File: src/rtl/event_signal_defines.vh
// constants for the general purpose event signalling block
// assumes a 32-bit axi4-lite register bus with 12-bit byte addresses
`ifndef EVENT_SIGNAL_DEFINES_VH
`define EVENT_SIGNAL_DEFINES_VH

`define ADDR_W 12
`define DATA_W 32
`define PORT_HI 7
`define PORT_LO 1

// register byte addresses
`define OFS_DIVERT_CTRL 12'h450
`define OFS_PENDING_STS 12'h454
`define OFS_PIN_CFG 12'h458
`define OFS_IRQ_STATUS 12'h45c
`define OFS_IRQ_MASK 12'h460

// field positions
`define BIT_POL_INVERT 0
`define BIT_ALT_ENABLE 0
`define FLD_PORT_HI 7
`define FLD_PORT_LO 1
`define BIT_LANE_FIELDS 0

// reset values
`define RST_DIVERT_CTRL 8'h00
`define RST_PIN_CFG 1'h0
`define RST_IRQ_STATUS 7'h00
`define RST_IRQ_MASK 7'h00

// axi responses
`define RESP_OKAY 2'h0
`define RESP_SLVERR 2'h2
`define ZERO_WORD 32'h00000000

`endif

File: src/rtl/event_port_slice.v
// one downstream port: steers its notification to the standard path or the event pin
// assumes the port request comes from core logic on aclk
`timescale 1ns/1ps
module event_port_slice (
   input wire aclk,
   input wire aresetn,
   input wire event_req,
   input wire divert_enable,
   output wire std_notify,
   output wire pending,
   output wire pending_rise
);
   reg pending_reg;
   reg pending_next;

   // standard intx, msi and pme path is blocked while diverted
   assign std_notify = event_req & ~divert_enable;

   always @* begin
      pending_next = event_req & divert_enable;
   end

   always @(posedge aclk) begin
      if (!aresetn) begin
         pending_reg <= 1'b0;
      end else begin
         pending_reg <= pending_next;
      end
   end

   assign pending = pending_reg;
   // pending clears at the edge after the enable drops; the rise is taken from pending_next, a cycle ahead of pending
   assign pending_rise = pending_next & ~pending_reg;
endmodule // event_port_slice

File: src/rtl/event_pin_driver.v
// drives the event level onto the shared general purpose pin
// assumes the pin pad resolves level from out and oe
`timescale 1ns/1ps
module event_pin_driver (
   input wire aclk,
   input wire aresetn,
   input wire event_active,
   input wire polarity_invert,
   input wire alt_enable,
   output wire pin_out,
   output wire pin_oe
);
   reg out_reg;
   reg oe_reg;

   always @(posedge aclk) begin
      if (!aresetn) begin
         out_reg <= 1'b0;
         oe_reg <= 1'b0;
      end else begin
         // 0: active low, 1: active high
         out_reg <= alt_enable & (polarity_invert ? event_active : ~event_active);
         oe_reg <= alt_enable;
      end
   end

   assign pin_out = out_reg;
   assign pin_oe = oe_reg;
endmodule // event_pin_driver

File: src/rtl/event_signal_top.v
// general purpose event signalling for downstream ports 1 to 7
// assumes port requests come from core logic on aclk and aresetn is the fundamental reset
//
// Register access over AXI4-Lite was decided locally.
`timescale 1ns/1ps
`include "event_signal_defines.vh"

module event_signal_top (
   input wire aclk,
   input wire aresetn,
   input wire hot_reset,
   input wire [`PORT_HI:`PORT_LO] port_event_req,
   output wire [`PORT_HI:`PORT_LO] std_notify,
   output wire gpio7_out,
   output wire gpio7_oe,
   output wire irq,
   input wire [`ADDR_W-1:0] s_axi_awaddr,
   input wire [2:0] s_axi_awprot,
   input wire s_axi_awvalid,
   output wire s_axi_awready,
   input wire [`DATA_W-1:0] s_axi_wdata,
   input wire [3:0] s_axi_wstrb,
   input wire s_axi_wvalid,
   output wire s_axi_wready,
   output wire [1:0] s_axi_bresp,
   output wire s_axi_bvalid,
   input wire s_axi_bready,
   input wire [`ADDR_W-1:0] s_axi_araddr,
   input wire [2:0] s_axi_arprot,
   input wire s_axi_arvalid,
   output wire s_axi_arready,
   output wire [`DATA_W-1:0] s_axi_rdata,
   output wire [1:0] s_axi_rresp,
   output wire s_axi_rvalid,
   input wire s_axi_rready
);
   // sticky configuration
   reg [`PORT_HI:0] divert_ctrl_reg;
   reg alt_enable_reg;
   // interrupt block
   reg [`PORT_HI:`PORT_LO] irq_status_reg;
   reg [`PORT_HI:`PORT_LO] irq_status_next;
   reg [`PORT_HI:`PORT_LO] irq_mask_reg;
   reg irq_reg;

   // write channel holding
   reg aw_full_reg;
   reg [`ADDR_W-1:0] aw_addr_reg;
   reg w_full_reg;
   reg [`DATA_W-1:0] w_data_reg;
   reg [3:0] w_strb_reg;
   reg bvalid_reg;
   reg [1:0] bresp_reg;
   // read channel
   reg rvalid_reg;
   reg [`DATA_W-1:0] rdata_reg;
   reg [1:0] rresp_reg;
   reg [`DATA_W-1:0] rd_word;
   reg [`PORT_HI:`PORT_LO] irq_mask_next;
   reg [`DATA_W-1:0] ctrl_word;
   reg [`DATA_W-1:0] pend_word;
   reg [`DATA_W-1:0] pin_word;
   reg [`DATA_W-1:0] stat_word;
   reg [`DATA_W-1:0] mask_word;

   wire [`PORT_HI:`PORT_LO] pending;
   wire [`PORT_HI:`PORT_LO] pending_rise;
   wire event_active;
   wire wr_go;
   wire ar_hs;
   wire [`PORT_HI:`PORT_LO] w1c_bits;
   wire lane_wr;
   wire wr_ctrl;
   wire wr_pin;
   wire wr_stat;
   wire wr_mask;
   wire rd_ok;

   // true when the address hits one of the mapped words
   function addr_mapped;
      input [`ADDR_W-1:0] a;
      begin
         addr_mapped = (a == `OFS_DIVERT_CTRL) || (a == `OFS_PENDING_STS) || (a == `OFS_PIN_CFG)
            || (a == `OFS_IRQ_STATUS) || (a == `OFS_IRQ_MASK);
      end
   endfunction

   // pending status is read-only, writes there are accepted and dropped
   function addr_writable;
      input [`ADDR_W-1:0] a;
      begin
         addr_writable = (a == `OFS_DIVERT_CTRL) || (a == `OFS_PIN_CFG)
            || (a == `OFS_IRQ_STATUS) || (a == `OFS_IRQ_MASK);
      end
   endfunction

   // address compare shared by the write strobes
   function addr_is;
      input [`ADDR_W-1:0] a;
      input [`ADDR_W-1:0] ofs;
      begin
         addr_is = (a == ofs);
      end
   endfunction

   // per-port steering
   genvar p;
   generate
      for (p = `PORT_LO; p <= `PORT_HI; p = p + 1) begin : g_port
         event_port_slice u_slice (
            .aclk(aclk),
            .aresetn(aresetn),
            .event_req(port_event_req[p]),
            .divert_enable(divert_ctrl_reg[p]),
            .std_notify(std_notify[p]),
            .pending(pending[p]),
            .pending_rise(pending_rise[p])
         );
      end
   endgenerate

   // any diverted port asserting drives the shared pin
   assign event_active = |pending;

   event_pin_driver u_pin (
      .aclk(aclk),
      .aresetn(aresetn),
      .event_active(event_active),
      .polarity_invert(divert_ctrl_reg[`BIT_POL_INVERT]),
      .alt_enable(alt_enable_reg),
      .pin_out(gpio7_out),
      .pin_oe(gpio7_oe)
   );

   // ---------------- write path ----------------
   assign s_axi_awready = ~aw_full_reg;
   assign s_axi_wready = ~w_full_reg;
   // no new write runs while the last response still waits for bready
   assign wr_go = aw_full_reg & w_full_reg & ~bvalid_reg;

   // address and data are held apart so either may arrive first
   always @(posedge aclk) begin
      if (!aresetn) begin
         aw_full_reg <= 1'b0;
         aw_addr_reg <= {`ADDR_W{1'b0}};
      end else if (s_axi_awvalid && !aw_full_reg) begin
         aw_full_reg <= 1'b1;
         aw_addr_reg <= s_axi_awaddr;
      end else if (wr_go) begin
         aw_full_reg <= 1'b0;
      end
   end

   always @(posedge aclk) begin
      if (!aresetn) begin
         w_full_reg <= 1'b0;
         w_data_reg <= `ZERO_WORD;
         w_strb_reg <= 4'h0;
      end else if (s_axi_wvalid && !w_full_reg) begin
         w_full_reg <= 1'b1;
         w_data_reg <= s_axi_wdata;
         w_strb_reg <= s_axi_wstrb;
      end else if (wr_go) begin
         w_full_reg <= 1'b0;
      end
   end

   always @(posedge aclk) begin
      if (!aresetn) begin
         bvalid_reg <= 1'b0;
         bresp_reg <= `RESP_OKAY;
      end else if (wr_go) begin
         bvalid_reg <= 1'b1;
         bresp_reg <= addr_mapped(aw_addr_reg) ? `RESP_OKAY : `RESP_SLVERR;
      end else if (s_axi_bready) begin
         bvalid_reg <= 1'b0;
      end
   end

   assign s_axi_bvalid = bvalid_reg;
   assign s_axi_bresp = bresp_reg;

   // byte lane 0 carries every live field, the other lanes are ignored
   assign lane_wr = wr_go & w_strb_reg[`BIT_LANE_FIELDS];
   assign wr_ctrl = lane_wr & addr_is(aw_addr_reg, `OFS_DIVERT_CTRL);
   assign wr_pin = lane_wr & addr_is(aw_addr_reg, `OFS_PIN_CFG);
   assign wr_stat = lane_wr & addr_is(aw_addr_reg, `OFS_IRQ_STATUS);
   assign wr_mask = lane_wr & addr_is(aw_addr_reg, `OFS_IRQ_MASK);
   assign w1c_bits = wr_stat ? w_data_reg[`FLD_PORT_HI:`FLD_PORT_LO] : {(`PORT_HI-`PORT_LO+1){1'b0}};

   // sticky bits: only the fundamental reset clears them, hot reset leaves them
   always @(posedge aclk) begin
      if (!aresetn) begin
         divert_ctrl_reg <= `RST_DIVERT_CTRL;
         alt_enable_reg <= `RST_PIN_CFG;
      end else if (lane_wr && addr_writable(aw_addr_reg)) begin
         if (wr_ctrl) begin
            divert_ctrl_reg <= w_data_reg[`PORT_HI:0];
         end
         if (wr_pin) begin
            alt_enable_reg <= w_data_reg[`BIT_ALT_ENABLE];
         end
      end
   end

   // ---------------- interrupts ----------------
   always @* begin
      // a new event wins over a clear in the same cycle
      irq_status_next = (irq_status_reg & ~w1c_bits) | pending_rise;
   end

   always @* begin
      irq_mask_next = irq_mask_reg;
      if (wr_mask) begin
         irq_mask_next = w_data_reg[`FLD_PORT_HI:`FLD_PORT_LO];
      end
   end

   // hot reset clears interrupt state but leaves the sticky configuration
   always @(posedge aclk) begin
      if (!aresetn || hot_reset) begin
         irq_status_reg <= `RST_IRQ_STATUS;
      end else begin
         irq_status_reg <= irq_status_next;
      end
   end

   always @(posedge aclk) begin
      if (!aresetn || hot_reset) begin
         irq_mask_reg <= `RST_IRQ_MASK;
      end else begin
         irq_mask_reg <= irq_mask_next;
      end
   end

   // new mask used at once, so a masked bit never lingers a cycle on irq
   always @(posedge aclk) begin
      if (!aresetn || hot_reset) begin
         irq_reg <= 1'b0;
      end else begin
         irq_reg <= |(irq_status_next & irq_mask_next);
      end
   end

   assign irq = irq_reg;

   // ---------------- read path ----------------
   assign ar_hs = s_axi_arvalid & ~rvalid_reg;
   assign s_axi_arready = ~rvalid_reg;
   assign rd_ok = addr_mapped(s_axi_araddr);

   // one word per register, reserved bits read as zero
   always @* begin
      ctrl_word = `ZERO_WORD;
      pend_word = `ZERO_WORD;
      pin_word = `ZERO_WORD;
      stat_word = `ZERO_WORD;
      mask_word = `ZERO_WORD;
      ctrl_word[`PORT_HI:0] = divert_ctrl_reg;
      pend_word[`FLD_PORT_HI:`FLD_PORT_LO] = pending;
      pin_word[`BIT_ALT_ENABLE] = alt_enable_reg;
      stat_word[`FLD_PORT_HI:`FLD_PORT_LO] = irq_status_reg;
      mask_word[`FLD_PORT_HI:`FLD_PORT_LO] = irq_mask_reg;
   end

   // unmapped addresses read zero and answer with an error code
   always @* begin
      rd_word = `ZERO_WORD;
      case (s_axi_araddr)
         `OFS_DIVERT_CTRL: rd_word = ctrl_word;
         `OFS_PENDING_STS: rd_word = pend_word;
         `OFS_PIN_CFG: rd_word = pin_word;
         `OFS_IRQ_STATUS: rd_word = stat_word;
         `OFS_IRQ_MASK: rd_word = mask_word;
         default: rd_word = `ZERO_WORD;
      endcase
   end

   always @(posedge aclk) begin
      if (!aresetn) begin
         rvalid_reg <= 1'b0;
      end else if (ar_hs) begin
         rvalid_reg <= 1'b1;
      end else if (s_axi_rready) begin
         rvalid_reg <= 1'b0;
      end
   end

   // data and code captured only at the address handshake, then held
   always @(posedge aclk) begin
      if (!aresetn) begin
         rdata_reg <= `ZERO_WORD;
         rresp_reg <= `RESP_OKAY;
      end else if (ar_hs) begin
         rdata_reg <= rd_word;
         rresp_reg <= rd_ok ? `RESP_OKAY : `RESP_SLVERR;
      end
   end

   assign s_axi_rvalid = rvalid_reg;
   assign s_axi_rdata = rdata_reg;
   assign s_axi_rresp = rresp_reg;
endmodule // event_signal_top

File: config.mk
export PLATFORM = sky130hd
export DESIGN_NAME = event_signal_top
export DESIGN_NICKNAME = d
export VERILOG_FILES = /design/src/rtl/event_port_slice.v /design/src/rtl/event_pin_driver.v /design/src/rtl/event_signal_top.v
export VERILOG_INCLUDE_DIRS = /design/src /design/src/rtl
export SDC_FILE = /design/constraint.sdc
export NUM_CORES = 1
export LEC_CHECK = 0
export ABC_AREA = 1
export BUFFER_PORTS_ARGS = -buffer_cell sky130_fd_sc_hd__buf_2
export CAP_MARGIN = 20
export CORE_ASPECT_RATIO = 0.75
export CORE_UTILIZATION = 40
export CTS_CLUSTER_SIZE = 24
export DETAILED_ROUTE_END_ITERATION = 10
export GPL_TIMING_DRIVEN = 0
export PLACE_DENSITY = 0.68
export REMOVE_ABC_BUFFERS = 1
export SLEW_MARGIN = 40
export SYNTH_ARGS = -nofsm -noshare
export SYNTH_HDL_FRONTEND = slang
export SYNTH_SLANG_ARGS = --single-unit
File: constraint.sdc
create_clock -name aclk -period 2 [get_ports aclk]
set_input_delay 0.4 -clock aclk [delete_from_list [all_inputs] [get_ports aclk]]
set_output_delay 0.4 -clock aclk [all_outputs]
set_load 0.01 [all_outputs]
## Word-level counts from Yosys, hierarchy flattened

Cells that the tools add are included.

| storage, ports and cells | value |
|---|---|
| bits in registers | 94 |
| bits of input ports | 81 |
| output and inout bits | 51 |
| logic and storage cells | 126 |

| operators by class | value |
|---|---|
| equal/unequal tests | 10 |
| multiplexer cells | 13 |
| bitwise operators | 53 |
| reduce and logical (&&, ||, !) cells | 26 |

Operator list:

| kind | count |
|---|---|
| $eq 12x11->1 const B | 10 |
| $pmux 8 s5 | 1 |
| $and 1x1->1 | 30 |
| $not 1->1 | 19 |
| $and 7x7->7 | 2 |
| $mux 7 | 2 |
| $reduce_or 7->1 | 2 |
| $logic_or 1x1->1 | 12 |
| $mux 1 | 8 |
| $reduce_bool 2->1 | 4 |
| $not 7->7 | 1 |
| $or 7x7->7 | 1 |
| $mux 2 | 2 |
| $reduce_and 2->1 | 2 |
| $logic_and 1x1->1 | 3 |
| $logic_not 1->1 | 3 |

## Logic depth before layout (Yosys ltp)

Gate-level depths: netlist (run 1).

| depth | value |
|---|---|
| depth in word-level cells | 10 |
| depth in mapped cells | 11 |
| depth with buffers taken out | 11 |

## Hierarchy

A second synthesis (run 1) with hierarchy kept.

| unflattened totals | value |
|---|---|
| cells, all modules | 461 |
| area, all modules | 3354.5 µm² |

Modules (own cells, without submodules):

| module | instances | cells an instance | area each (µm²) |
|---|---|---|---|
| event_signal_top | 1 | 403 | 2981.6 |
| event_port_slice | 7 | 7 | 42.5 |
| event_pin_driver | 1 | 9 | 75.1 |

## Worst setup path after synthesis (run 1)

Ideal clock, no wire load.

| timing path | value |
|---|---|
| path type | reg2reg |
| from | register bvalid_reg (netlist: s_axi_bvalid) |
| to | register irq_reg (netlist: irq) |
| library setup time | 0.123 ns |
| arrival time | 1.288 ns |
| data required time | 1.877 ns |
| setup slack | 0.589 ns |
| stages on the path, launching flop included | 12 |
| buffers on the path | 1 |
| clock period less this slack | 1.411 ns |
| path through | dfxtp_1 > inv_1 > nand3_4 > nor2_4 > buf_6 > nand4_1 > nand2_1 > nand2_1 > nand2_1 > nand2_1 > nor2_1 > a21oi_2 |

| between the ends | value |
|---|---|
| longest elaborated chain between the ends | 10 |
| elaborated cells between the ends (all ways) | 12 |
| classes of those cells | mux: 2; bitwise: 9; reduce/logical: 1 |

Ends and longest elaborated chain:

| what | line | text |
|---|---|---|
| start: declaration | event_signal_top.v:52 | `reg bvalid_reg;` |
| start signal: assignment | event_signal_top.v:170 | `bvalid_reg <= 1'b0;` |
| start signal: assignment | event_signal_top.v:173 | `bvalid_reg <= 1'b1;` |
| start signal: assignment | event_signal_top.v:176 | `bvalid_reg <= 1'b0;` |
| $not 1->1 * | event_signal_top.v:139 | `assign wr_go = aw_full_reg & w_full_reg & ~bvalid_reg;` |
| $and 1x1->1 * | event_signal_top.v:139 |  |
| $and 1x1->1 * | event_signal_top.v:184 | `` assign lane_wr = wr_go & w_strb_reg[`BIT_LANE_FIELDS]; `` |
| $and 1x1->1 | event_signal_top.v:187 | `` assign wr_stat = lane_wr & addr_is(aw_addr_reg, `OFS_IRQ_STATUS); `` |
| $mux 7 | event_signal_top.v:189 | `` assign w1c_bits = wr_stat ? w_data_reg[`FLD_PORT_HI:`FLD_PORT_LO] : {(`PORT_HI-`PORT_LO+1){1'b0}}; `` |
| $not 7->7 | event_signal_top.v:209 | `irq_status_next = (irq_status_reg & ~w1c_bits) \| pending_rise;` |
| $and 7x7->7 | event_signal_top.v:209 |  |
| $or 7x7->7 | event_signal_top.v:209 |  |
| $and 7x7->7 * | event_signal_top.v:241 | `irq_reg <= \|(irq_status_next & irq_mask_next);` |
| $reduce_or 7->1 * | event_signal_top.v:241 |  |
| end signal: assignment | event_signal_top.v:241 |  |
| end: declaration | event_signal_top.v:44 | `reg irq_reg;` |

Mark *: on every way between the ends. The rest lies on a longest branch, timed or not.
A chain may end at the register's enable or synchronous reset.

## Worst setup path in the final report (run 1)

| timing path | value |
|---|---|
| from | register aw_addr_reg[5] |
| to | register divert_ctrl_reg[2] |

| between the ends | value |
|---|---|
| longest elaborated chain between the ends | 6 |
| elaborated cells between the ends (all ways) | 10 |
| classes of those cells | eq/ne: 4; bitwise: 1; reduce/logical: 5 |

Ends and longest elaborated chain:

| what | line | text |
|---|---|---|
| start: declaration | event_signal_top.v:48 | `` reg [`ADDR_W-1:0] aw_addr_reg; `` |
| start signal: assignment | event_signal_top.v:145 | `` aw_addr_reg <= {`ADDR_W{1'b0}}; `` |
| start signal: assignment | event_signal_top.v:148 | `aw_addr_reg <= s_axi_awaddr;` |
| $eq 12x11->1 (on tied branches) | -- |  |
| $logic_or 1x1->1 (3 in a row) | event_signal_top.v:92 | `` addr_writable = (a == `OFS_DIVERT_CTRL) \|\| (a == `OFS_PIN_CFG) `` |
| $logic_and 1x1->1 | event_signal_top.v:196 | `end else if (lane_wr && addr_writable(aw_addr_reg)) begin` |
| $reduce_and 2->1 (no source line) * | -- |  |
| end signal: assignment | event_signal_top.v:194 | `` divert_ctrl_reg <= `RST_DIVERT_CTRL; `` |
| end signal: assignment | event_signal_top.v:198 | `` divert_ctrl_reg <= w_data_reg[`PORT_HI:0]; `` |
| end: declaration | event_signal_top.v:38 | `` reg [`PORT_HI:0] divert_ctrl_reg; `` |

Marked as above.

==> summary.md, run 1 <==
| Metric | Value |
|---|---|
| Core ar. | 7988 um^2 |
| Status | completed |
| Post-DP HPWL | 5.689 mm |
| Slew headroom | 0.5856 |
| Number of CTS-inserted buffers | 9 |
| P_sw | 0.7184 mW |
| Reg power frac | 0.500 |
| DRC viols | 0 |
| CP Max Fanout | 8 |
| Clock power frac | 0.399 |
| DR pass1 iterations | 4 |
| Die height | 81.12 um |
| Final Total Pwr | 2.854 mW |
| # diodes | 0 |
| Mean routed wirelength per cell | 12.18 um |
| Util after Layout | 0.4807 |
| IO Port Bufs | 72 |
| Die Span X | 107.5 um |
| Avg Cell Area, Syn | 7.418 um^2 |
| Total Wirelength | 7.634 mm |
| Post-synth EDFFs | 0 |
| Worst-Skew Late Latency | 0.35 ns |
| Hold buffers post-CTS | 0 |
| Initial antenna violation count | 0 |
| Multi-input gate area | 1573 um^2 |
| Initial Utilization | 0.4179 |
| TNS Setup | 0 ns |
| Cell depth of the worst flop-to-flop path | 8 |
| Top-count cell post-synth | nand2_1 |
| FF+latch count, synth | 68 |
| Rows | 28 |
| VDD IR max | 0.0003756 V |
| Vias | 2,977 |
| TritonCTS Sinks | 68 |
| Clock Tree Buf Depth | 2 |
| Switching portion of total power | 0.2518 |
| Lkg Pwr | 1.727 nW |
| Final setup violation count | 0 |
| Internal power | 2.135 mW |
| Number of H-tree levels | 3 |
| Fillers | 820 |
| Tightest Pin Transition | 0.6216 ns |
| DR vias/cell | 4.748 |
| Pin count of the biggest net entering global routing | 38 |
| Worst hold path endpoint | s_axi_bvalid$_SDFFE_PN0P_ |
| Final hold violation count | 0 |
| Synth warn | 0 |
| Non-filler cells, final | 627 |
| Placer Congestion | 0.8238 |
| Global-route wire length before repair | 12.74 mm |
| Share of layout cells above drive strength 1 | 0.2299 |
| Die Area | 8719 um^2 |
| Worst EP arrival | 2.01 ns |
| Max-slew violations | 0 |
| Hold Startpoint | s_axi_bready |
| Total gr overflow | 0 |
| Max_cap viols | 0 |
| Cells after synthesis | 450 |
| Combinational share of power | 0.102 |
| Clk slew on worst S/H paths | 0.07 ns |
| Num ports | 132 |
| Sequential fraction of the synthesis area | 0.4078 |
| Netlist cell types | 38 |
| Reg-to-Reg End | divert_ctrl_reg[2]$_SDFFE_PN0P_ |
| Syn Std Cell Area | 3338 um^2 |
| Antenna Nets Post-Route | 0 |
| Reg2reg start | aw_addr_reg[5]$_SDFFE_PN0P_ |
| Reg area | 1361 um^2 |
| Hold-critical path depth | 2 |
| Area fraction of the dominant cell type after synthesis | 0.4078 |
| Crit end category | flop |
| Iteration-0 DRC Markers | 145 |
| Post-synth top flop | dfxtp_1 |
| Tmin final | 1.738 ns |
| PD cells | 743.1 nW/um^2 |
| # resized after CTS | 0 |
| Fmax | 575.4 MHz |
| Ys async rst share | 0 |
| Worst Path Required | 2.27 ns |
| Worst setup SP type | flop |
| Root Buffer | clkbuf_8 |
| Post-synth top area cell | dfxtp_1 |
| Synth-to-Final Area Change | 15.03% |
| Clock Skew | 0.008940 ns |
| Worst hold path type | input pin to flop |
| TritonCTS clock tree | built |
| RSZ-0062 raised after global routing | no |
| CP Class | flop to flop |
| Dominant cells by area after synthesis | dfxtp_1 (41%), nand2_1 (10%), buf_4 (7.4%) |
| Vias in the first global route | 2,789 |
| Period utilization | 0.8689 |
| Final nets | 598 |
| GRT Total Usage | 0.1894 |
| Placed cell count | 607 |
| Worst R2R Setup Slack | 0.26 ns |
| Max reg flops | 12 |
| Synth top cells by count | nand2_1 (93), dfxtp_1 (68), a21oi_1 (48), inv_1 (46), nor2_1 (37) |
## timing repair
item	4_1_cts	5_1_grt
endpoints found under the setup margin	0	3
endpoints found under the hold margin	0	0
setup buffers	0	3
## routing by layer
| metal | routed length (um) | track usage | vias to the layer above |
|---|---|---|---|
| met4 | 63 | 0.04247 | 0 |
| li1 | - | - | 1551 |
| met2 | 3538 | 0.3224 | 69 |
| met3 | 402 | 0.05457 | 7 |
| met5 | 0 | 0 | - |
| met1 | 3629 | 0.2385 | 1350 |
## worst max-delay path by stage
| stage | from | to | slack (ns) | cells after the start |
|---|---|---|---|---|
| after CTS | aw_addr_reg[5]$_SDFFE_PN0P_ | divert_ctrl_reg[2]$_SDFFE_PN0P_ | 0.05 | 7 |
| after floorplan | aw_addr_reg[5]$_SDFFE_PN0P_ | divert_ctrl_reg[0]$_SDFFE_PN0P_ | 0.47 | 7 |
| after detailed placement | aresetn | irq_status_reg[2]$_SDFF_PP0_ | 0.03 | 4 |
| final | aw_addr_reg[5]$_SDFFE_PN0P_ | divert_ctrl_reg[2]$_SDFFE_PN0P_ | 0.26 | 8 |
| after global placement | aresetn | irq$_SDFF_PP0_ | 0.04 | 4 |
| after global routing | aw_full_reg$_SDFFE_PN0P_ | irq$_SDFF_PP0_ | 0.07 | 8 |
## through the flow
| stage | cell area (um^2) | setup WS [ns] | hold WS [ns] |
|---|---|---|---|
| floorplan | 3122 | 0.4720 | 0.4293 |
| global placement | 3613 | 0.04198 | 0.4549 |
| detailed placement | 3613 | 0.03339 | 0.4568 |
| CTS | 3810 | 0.04997 | 0.2534 |
| global route | 3840 | 0.07145 | 0.2583 |
| finish | 3840 | 0.2622 | 0.2673 |
## kinds of logic (layout without fill, tap and decap cells)
kind of cell           after synthesis  after routing  share of synthesized area
AND/OR/NAND/NOR                    195            195                     0.2950
buffers and inverters               95            142                     0.1492
AO/OA/AOI/OAI                       91             91                     0.1469
flip-flops                          68             68                     0.4078
other                                1             26                   0.001123
## critical path, cell delays in order (launching register included)
cell	delay, ns
dfxtp_1	0.30
inv_1	0.08
nand2_1	0.09
nor2_4	0.23
nand3_4	0.14
nor4_4	0.35
buf_4	0.21
o21ai_0	0.08
a21oi_1	0.17
## cell type report
cell class,count,area share
timing repair buffer,76,0.1017
clock buffer,15,0.04334
tap,105,0.03421
sequential,68,0.3545
inverter,50,0.04888
clock inverter,1,0.007820
multi-input combinational,312,0.4096
## placed cells by master (no fill, tap or decap), types with 2 or more instances in the layout
master    count
inv_2         3
a21oi_2       3
buf_4         4
nand2_1      93
nand3_1      13
o21ai_1       2
conb_1       26
nor4_1        2
or2_2         3
nand3_4       2
nor2_4        4
nor3_2        3
nor2_2        3
a21oi_1      48
inv_1        46
nand2_2       2
o211ai_1      2
nand4_1      21
nor2_1       37
o21ai_0      30
o21ai_2       2
buf_2        72
nor3_1        3
dfxtp_1      68
clkbuf_1      4
clkbuf_8     11
nand3_2       3
## power groups by stage
stage / Combinational (mW) / Sequential, mW / Clock (mW)
final: 0.290 / 1.43 / 1.14
after global routing: 0.329 / 1.43 / 1.21
after floorplan: 0.174 / 1.45 / 0
after CTS: 0.290 / 1.43 / 1.16
after global placement: 0.281 / 1.45 / 0
after detailed placement: 0.288 / 1.46 / 0
Note: power is estimated with default switching activity, not from simulation.
==> run 2, diff against run 1 <==
- BUFFER_PORTS_ARGS: -buffer_cell sky130_fd_sc_hd__buf_2 -> -buffer_cell sky130_fd_sc_hd__buf_4
==> run 2 against run 1 <==
  * Final area increased by 4.4%
  * Non-clock buffer count shrank 1
  * Clock-buffer cell count decreased by 6
  * Worst setup slack lost 0.0036 ns
  * Sequential share of layout area decreased by 1.5 points
  * Clock skew rose by 0.0019 ns
  * Clock power shrank 4%
  * Cell count fell by 0.16%
  * Critical path depth is 1 lower
  * Register-to-register slack about the same
  * Combinational power increased by 12%
  * Routed wire length grew 0.51%
==> summary.md, run 2 (same netlist as run 1, synthesis figures left out) <==
| Metric | Value |
|---|---|
| Share of layout cells above drive strength 1 | 0.2361 (+0.006199) |
| Number of H-tree levels | 3 (unchanged) |
| Placed cell areas | 3794 um^2 (+5.0%) |
| Most common cell after layout, fill and taps aside | nand2_1 |
| Antenna Nets Post-Route | 0 (unchanged) |
| Worst hold path endpoint | s_axi_bvalid$_SDFFE_PN0P_ |
| GRT Total Usage | 0.1916 (+0.002167) |
| Non-filler cells, final | 626 (-0.16%) |
| RSZ-0062 raised after global routing | no |
| Worst hold path type | input pin to flop |
| VDD IR max | 0.0003254 V (-13%) |
| Initial Utilization | 0.4179 (unchanged) |
| Final instance area | 4008 um^2 (+4.4%) |
| Post-DP HPWL | 5.790 mm (+1.8%) |
| Util after Layout | 0.5017 (+0.02099) |
| Tmin final | 1.741 ns (+0.003616 ns) |
| TNS Setup | 0 ns (unchanged) |
| Period utilization | 0.8707 (+0.001808) |
| Num ports | 132 (unchanged) |
| Pin count of the biggest net entering global routing | 38 (unchanged) |
| DR vias/cell | 4.805 (+1.2%) |
| DR pass1 iterations | 4 (unchanged) |
| Worst EP arrival | 2.01 ns (about the same) |
| Max reg flops | 12 (unchanged) |
| Core ar. | 7988 um^2 (unchanged) |
| # diodes | 0 (unchanged) |
| Fmax | 574.2 MHz (-0.21%) |
| Final setup violation count | 0 (unchanged) |
| Tightest Pin Transition | 0.5664 ns (-0.05519 ns) |
| Cell depth of the worst flop-to-flop path | 7 (-1) |
| Placer Congestion | 0.8108 (-1.6%) |
| CP Max Fanout | 8 (unchanged) |
| TritonCTS Sinks | 68 (unchanged) |
| IO Port Bufs | 72 (unchanged) |
| Final Total Pwr | 2.854 mW (about the same) |
| Hold WS | 0.2529 ns (-0.01442 ns) |
| Hold buffers post-CTS | 0 (unchanged) |
| Placed cell count | 607 (unchanged) |
| Reg2reg start | aw_addr_reg[6]$_SDFFE_PN0P_ |
| Hold Startpoint | s_axi_bready |
| Final nets | 597 (-0.17%) |
| Worst Path Required | 2.27 ns (about the same) |
| Clk slew on worst S/H paths | 0.07 ns (about the same) |
| Die height | 81.12 um (unchanged) |
| Lkg Pwr | 1.765 nW (+2.2%) |
| # resized after CTS | 0 (unchanged) |
| Clock Tree Buf Depth | 2 (unchanged) |
| Die Area | 8719 um^2 (unchanged) |
| Initial antenna violation count | 0 (unchanged) |
| Number of CTS-inserted buffers | 9 (unchanged) |
| Total Wirelength | 7.673 mm (+0.51%) |
| Reg-to-Reg End | divert_ctrl_reg[2]$_SDFFE_PN0P_ |
| Final hold violation count | 0 (unchanged) |
| Global-route wire length before repair | 12.92 mm (+1.5%) |
| Total gr overflow | 0 (unchanged) |
| Worst R2R Setup Slack | 0.26 ns (about the same) |
| Slew headroom | 0.6203 (+0.03473) |
| Most frequent cells in the layout | nand2_1 (93), buf_4 (75), dfxtp_1 (68) |
| Root Buffer | clkbuf_8 |
| Iteration-0 DRC Markers | 133 (-8.3%) |
| Max_cap viols | 0 (unchanged) |
| TritonCTS clock tree | built |
| Worst setup SP type | flop |
| Worst-Skew Late Latency | 0.34 ns (about the same) |
| Mean routed wirelength per cell | 12.26 um (+0.67%) |
| Vias | 3,008 (+1.0%) |
| PD cells | 712.1 nW/um^2 (-4.2%) |
| CP Class | flop to flop |
| Crit end category | flop |
| Hold-critical path depth | 2 (unchanged) |
| Pre-CTS setup slack | 0.04834 ns (+0.01496 ns) |
| Synth-to-Final Area Change | 20.05% |
| Status | completed |
| Clock Skew | 0.01088 ns (+0.001944 ns) |
| Rows | 28 (unchanged) |
| Post-CTS Repair Setup Buffers | 0 (unchanged) |
| DRC viols | 0 (unchanged) |
| Die Span X | 107.5 um (unchanged) |
| Setup WS post-layout | 0.2586 ns (-0.003616 ns) |
| Max-slew violations | 0 (unchanged) |
| Vias in the first global route | 2,944 (+5.6%) |
-- run 2: cell count changes in the layout (fill, tap and decap cells not counted), sizes merged --
| cell | change |
|---|---|
| buf | -1 |
| clkbuf | -6 |
| clkinv | +3 |
| clkinvlp | +3 |
-- run 2: layout make-up --
type                    instances  area, um^2
clock inverters                 7       67.56
flip-flops and latches         68        1361
inverters                      50       187.7
multi-input cells             312        1573
clock buffers                   9       123.9
fillers                       813        3980
well taps                     105       131.4
repair buffers                 75       563.0
-- run 2: layer usage --
layer | up-vias | global-route usage | wire length, um
met2 | 88 | 0.3231 | 3589
met1 | 1374 | 0.2372 | 3553
met4 | 0 | 0.05753 | 35
met3 | 2 | 0.05698 | 494
li1 | 1544 | - | -
met5 | - | 0 | 0
-- run 2: worst max path at each step --
stage                                start                              end  slack [ns]  cells after the start
3_5_place_dp   aw_addr_reg[6]$_SDFFE_PN0P_  divert_ctrl_reg[4]$_SDFFE_PN0P_        0.05                      6
2_1_floorplan  aw_addr_reg[5]$_SDFFE_PN0P_  divert_ctrl_reg[0]$_SDFFE_PN0P_        0.47                      7
3_3_place_gp   aw_addr_reg[5]$_SDFFE_PN0P_  divert_ctrl_reg[1]$_SDFFE_PN0P_        0.14                      7
5_1_grt          s_axi_bvalid$_SDFFE_PN0P_                   irq$_SDFF_PP0_        0.05                     10
6_report       aw_addr_reg[6]$_SDFFE_PN0P_  divert_ctrl_reg[2]$_SDFFE_PN0P_        0.26                      7
4_1_cts        aw_addr_reg[6]$_SDFFE_PN0P_  divert_ctrl_reg[1]$_SDFFE_PN0P_        0.03                      6
-- run 2: critical path, cell delays in order (launching register included) --
cell and delay (ns):
dfxtp_1 0.39, nand2_2 0.08, nor2_4 0.25, nand3_4 0.13, nor4_4 0.37, buf_4 0.24
o21ai_0 0.08, a21oi_1 0.13
-- run 2: power breakdown --
| part | internal, mW | total [mW] | switching [mW] |
|---|---|---|---|
| logic | 0.124 | 0.325 | 0.201 |
| registers | 1.40 | 1.42 | 0.0277 |
| clock network | 0.568 | 1.10 | 0.535 |
| total | 2.09 | 2.85 | 0.764 |
==> run 3, diff against run 2 <==
- CTS_BUF_LIST: not set -> sky130_fd_sc_hd__clkbuf_16
==> run 3 against run 2 <==
  * Critical path depth is 2 higher
  * Combinational power hardly changed
  * Register-to-register slack better by 0.02 ns
  * Cell count stayed put
  * Flip-flop and latch count stayed put
  * Critical endpoint is now irq$_SDFF_PP0_
  * Worst setup slack better by 0.016 ns
  * Via count hardly changed
  * First-iteration DRC count is 3.0% lower
  * Final area is 2.5% higher
==> summary.md, run 3 (same netlist as run 1, synthesis figures left out) <==
| Metric | Value |
|---|---|
| Final Total Pwr | 3.301 mW (+16%) |
| Hold buffers post-CTS | 0 (unchanged) |
| Tightest Pin Transition | 0.5662 ns (-0.0002505 ns) |
| Fmax | 579.6 MHz (+0.93%) |
| Placer Congestion | 0.8108 (unchanged) |
| Num ports | 132 (unchanged) |
| Post-DP HPWL | 5.790 mm (unchanged) |
| RSZ-0062 raised after global routing | no |
| IO Port Bufs | 72 (unchanged) |
| # diodes | 0 (unchanged) |
| Clk slew on worst S/H paths | 0.06 ns (about the same) |
| Synth-to-Final Area Change | 23.09% |
| CP Max Fanout | 16 (+8) |
| GRT Total Usage | 0.1931 (+0.001535) |
| Global-route wire length before repair | 12.99 mm (+0.48%) |
| Status | completed |
| Max reg flops | 12 (unchanged) |
| PD cells | 803.4 nW/um^2 (+13%) |
| DR pass1 iterations | 4 (unchanged) |
| VDD IR max | 0.0005015 V (+54%) |
| Setup WS post-layout | 0.2746 ns (+0.01601 ns) |
| TritonCTS Sinks | 68 (unchanged) |
| Worst setup SP type | flop |
| Pin count of the biggest net entering global routing | 38 (unchanged) |
| Initial antenna violation count | 0 (unchanged) |
| Vias | 3,005 (-0.10%) |
| Pre-CTS setup slack | 0.04834 ns (unchanged) |
| Core ar. | 7988 um^2 (unchanged) |
| Number of CTS-inserted buffers | 9 (unchanged) |
| Max_cap viols | 0 (unchanged) |
| Number of H-tree levels | 3 (unchanged) |
| Period utilization | 0.8627 (-0.008005) |
| Die height | 81.12 um (unchanged) |
| Worst-Skew Late Latency | 0.33 ns (about the same) |
| TritonCTS clock tree | built |
| CP Class | flop to flop |
| DR vias/cell | 4.800 (about the same) |
| DRC viols | 0 (unchanged) |
| Total Wirelength | 7.696 mm (+0.30%) |
| Lkg Pwr | 1.811 nW (+2.6%) |
| Total gr overflow | 0 (unchanged) |
| Initial Utilization | 0.4179 (unchanged) |
| Most frequent cells in the layout | nand2_1 (93), buf_4 (75), dfxtp_1 (68) |
| Final nets | 597 (unchanged) |
| Share of layout cells above drive strength 1 | 0.2361 (unchanged) |
| Clock Tree Buf Depth | 2 (unchanged) |
| Max-slew violations | 0 (unchanged) |
| Worst hold path type | input pin to flop |
| Mean routed wirelength per cell | 12.29 um (+0.30%) |
| Antenna Nets Post-Route | 0 (unchanged) |
| Most common cell after layout, fill and taps aside | nand2_1 |
| Die Area | 8719 um^2 (unchanged) |
| Iteration-0 DRC Markers | 129 (-3.0%) |
| TNS Setup | 0 ns (unchanged) |
| Root Buffer | clkbuf_16 |
| Worst Path Required | 2.20 ns (-0.07 ns) |
| Worst EP arrival | 1.93 ns (-0.08 ns) |
| Tmin final | 1.725 ns (-0.01601 ns) |
| Rows | 28 (unchanged) |
| Slew headroom | 0.6205 (about the same) |
| Final setup violation count | 0 (unchanged) |
| Clock Skew | 0.008187 ns (-0.002697 ns) |
| Final hold violation count | 0 (unchanged) |
| Vias in the first global route | 2,959 (+0.51%) |
| Fillers | 800 (-1.6%) |
| Crit end category | flop |
| Die Span X | 107.5 um (unchanged) |
run 3: cell count changes in the layout (fill, tap and decap cells not counted):
cell	change
clkbuf_16	+9
clkbuf_8	-9
run 3: what timing repair did:
item,4_1_cts,5_1_grt
buffers inserted,0,2
gates resized for setup,0,0
endpoints found under the setup margin,0,2
run 3: stage by stage:
stage            util  hold slack (ns)  instances  instance area (um^2)
2_1_floorplan       -           0.4293        430                  3122
3_3_place_gp   0.4749           0.4555        607                  3794
3_5_place_dp   0.4749           0.4588        607                  3794
4_1_cts        0.5116           0.2590        623                  4086
5_1_grt        0.5144           0.2756        626                  4109
6_report       0.5144           0.2662        626                  4109
run 3: worst max-delay path: stages, from the launching register on:
cell and delay (ns):
dfxtp_1 0.39, nand3_4 0.16, nor2_4 0.34, nand3_1 0.21, nand2_1 0.09, o21ai_1 0.08
nand2_1 0.07, nand2_1 0.06, nor2_1 0.13, a21oi_2 0.07
run 3: area by class of cell:
cell class	instances	area, um^2	share of cell area
Multi-Input combinational cell	312	1573	0.3828
Sequential cell	68	1361	0.3313
Timing Repair Buffer	75	563.0	0.1370
Clock buffer	9	225.2	0.05481
Inverter	50	187.7	0.04568
Tap cell	105	131.4	0.03197
Clock inverter	7	67.56	0.01644
run 3: path summary, 6_finish.rpt:
kind	depth (start not counted)	start	slack, ns	end
worst max-delay path	9	aw_full_reg$_SDFFE_PN0P_	0.27	irq$_SDFF_PP0_
worst min-delay path	2	s_axi_bready	0.27	s_axi_bvalid$_SDFFE_PN0P_
worst max register to register	9	aw_full_reg$_SDFFE_PN0P_	0.27	irq$_SDFF_PP0_
worst min register to register	2	s_axi_rdata[4]$_SDFFE_PN0P_	0.47	s_axi_rdata[4]$_SDFFE_PN0P_
run 3: metal layers:
| metal | GRT usage | wire [um] | part of all wire |
|---|---|---|---|
| met5 | 0 | 0 | 0 |
| met4 | 0.07260 | 25 | 0.0032 |
| met3 | 0.05457 | 389 | 0.051 |
| met2 | 0.3237 | 3586 | 0.47 |
| met1 | 0.2371 | 3695 | 0.48 |
run 3: where the power goes:
group | switching [mW] | total, mW | internal (mW)
sequential | 0.0278 | 1.43 | 1.40
clock | 0.591 | 1.55 | 0.957
combinational | 0.202 | 0.327 | 0.124
total | 0.821 | 3.30 | 2.48
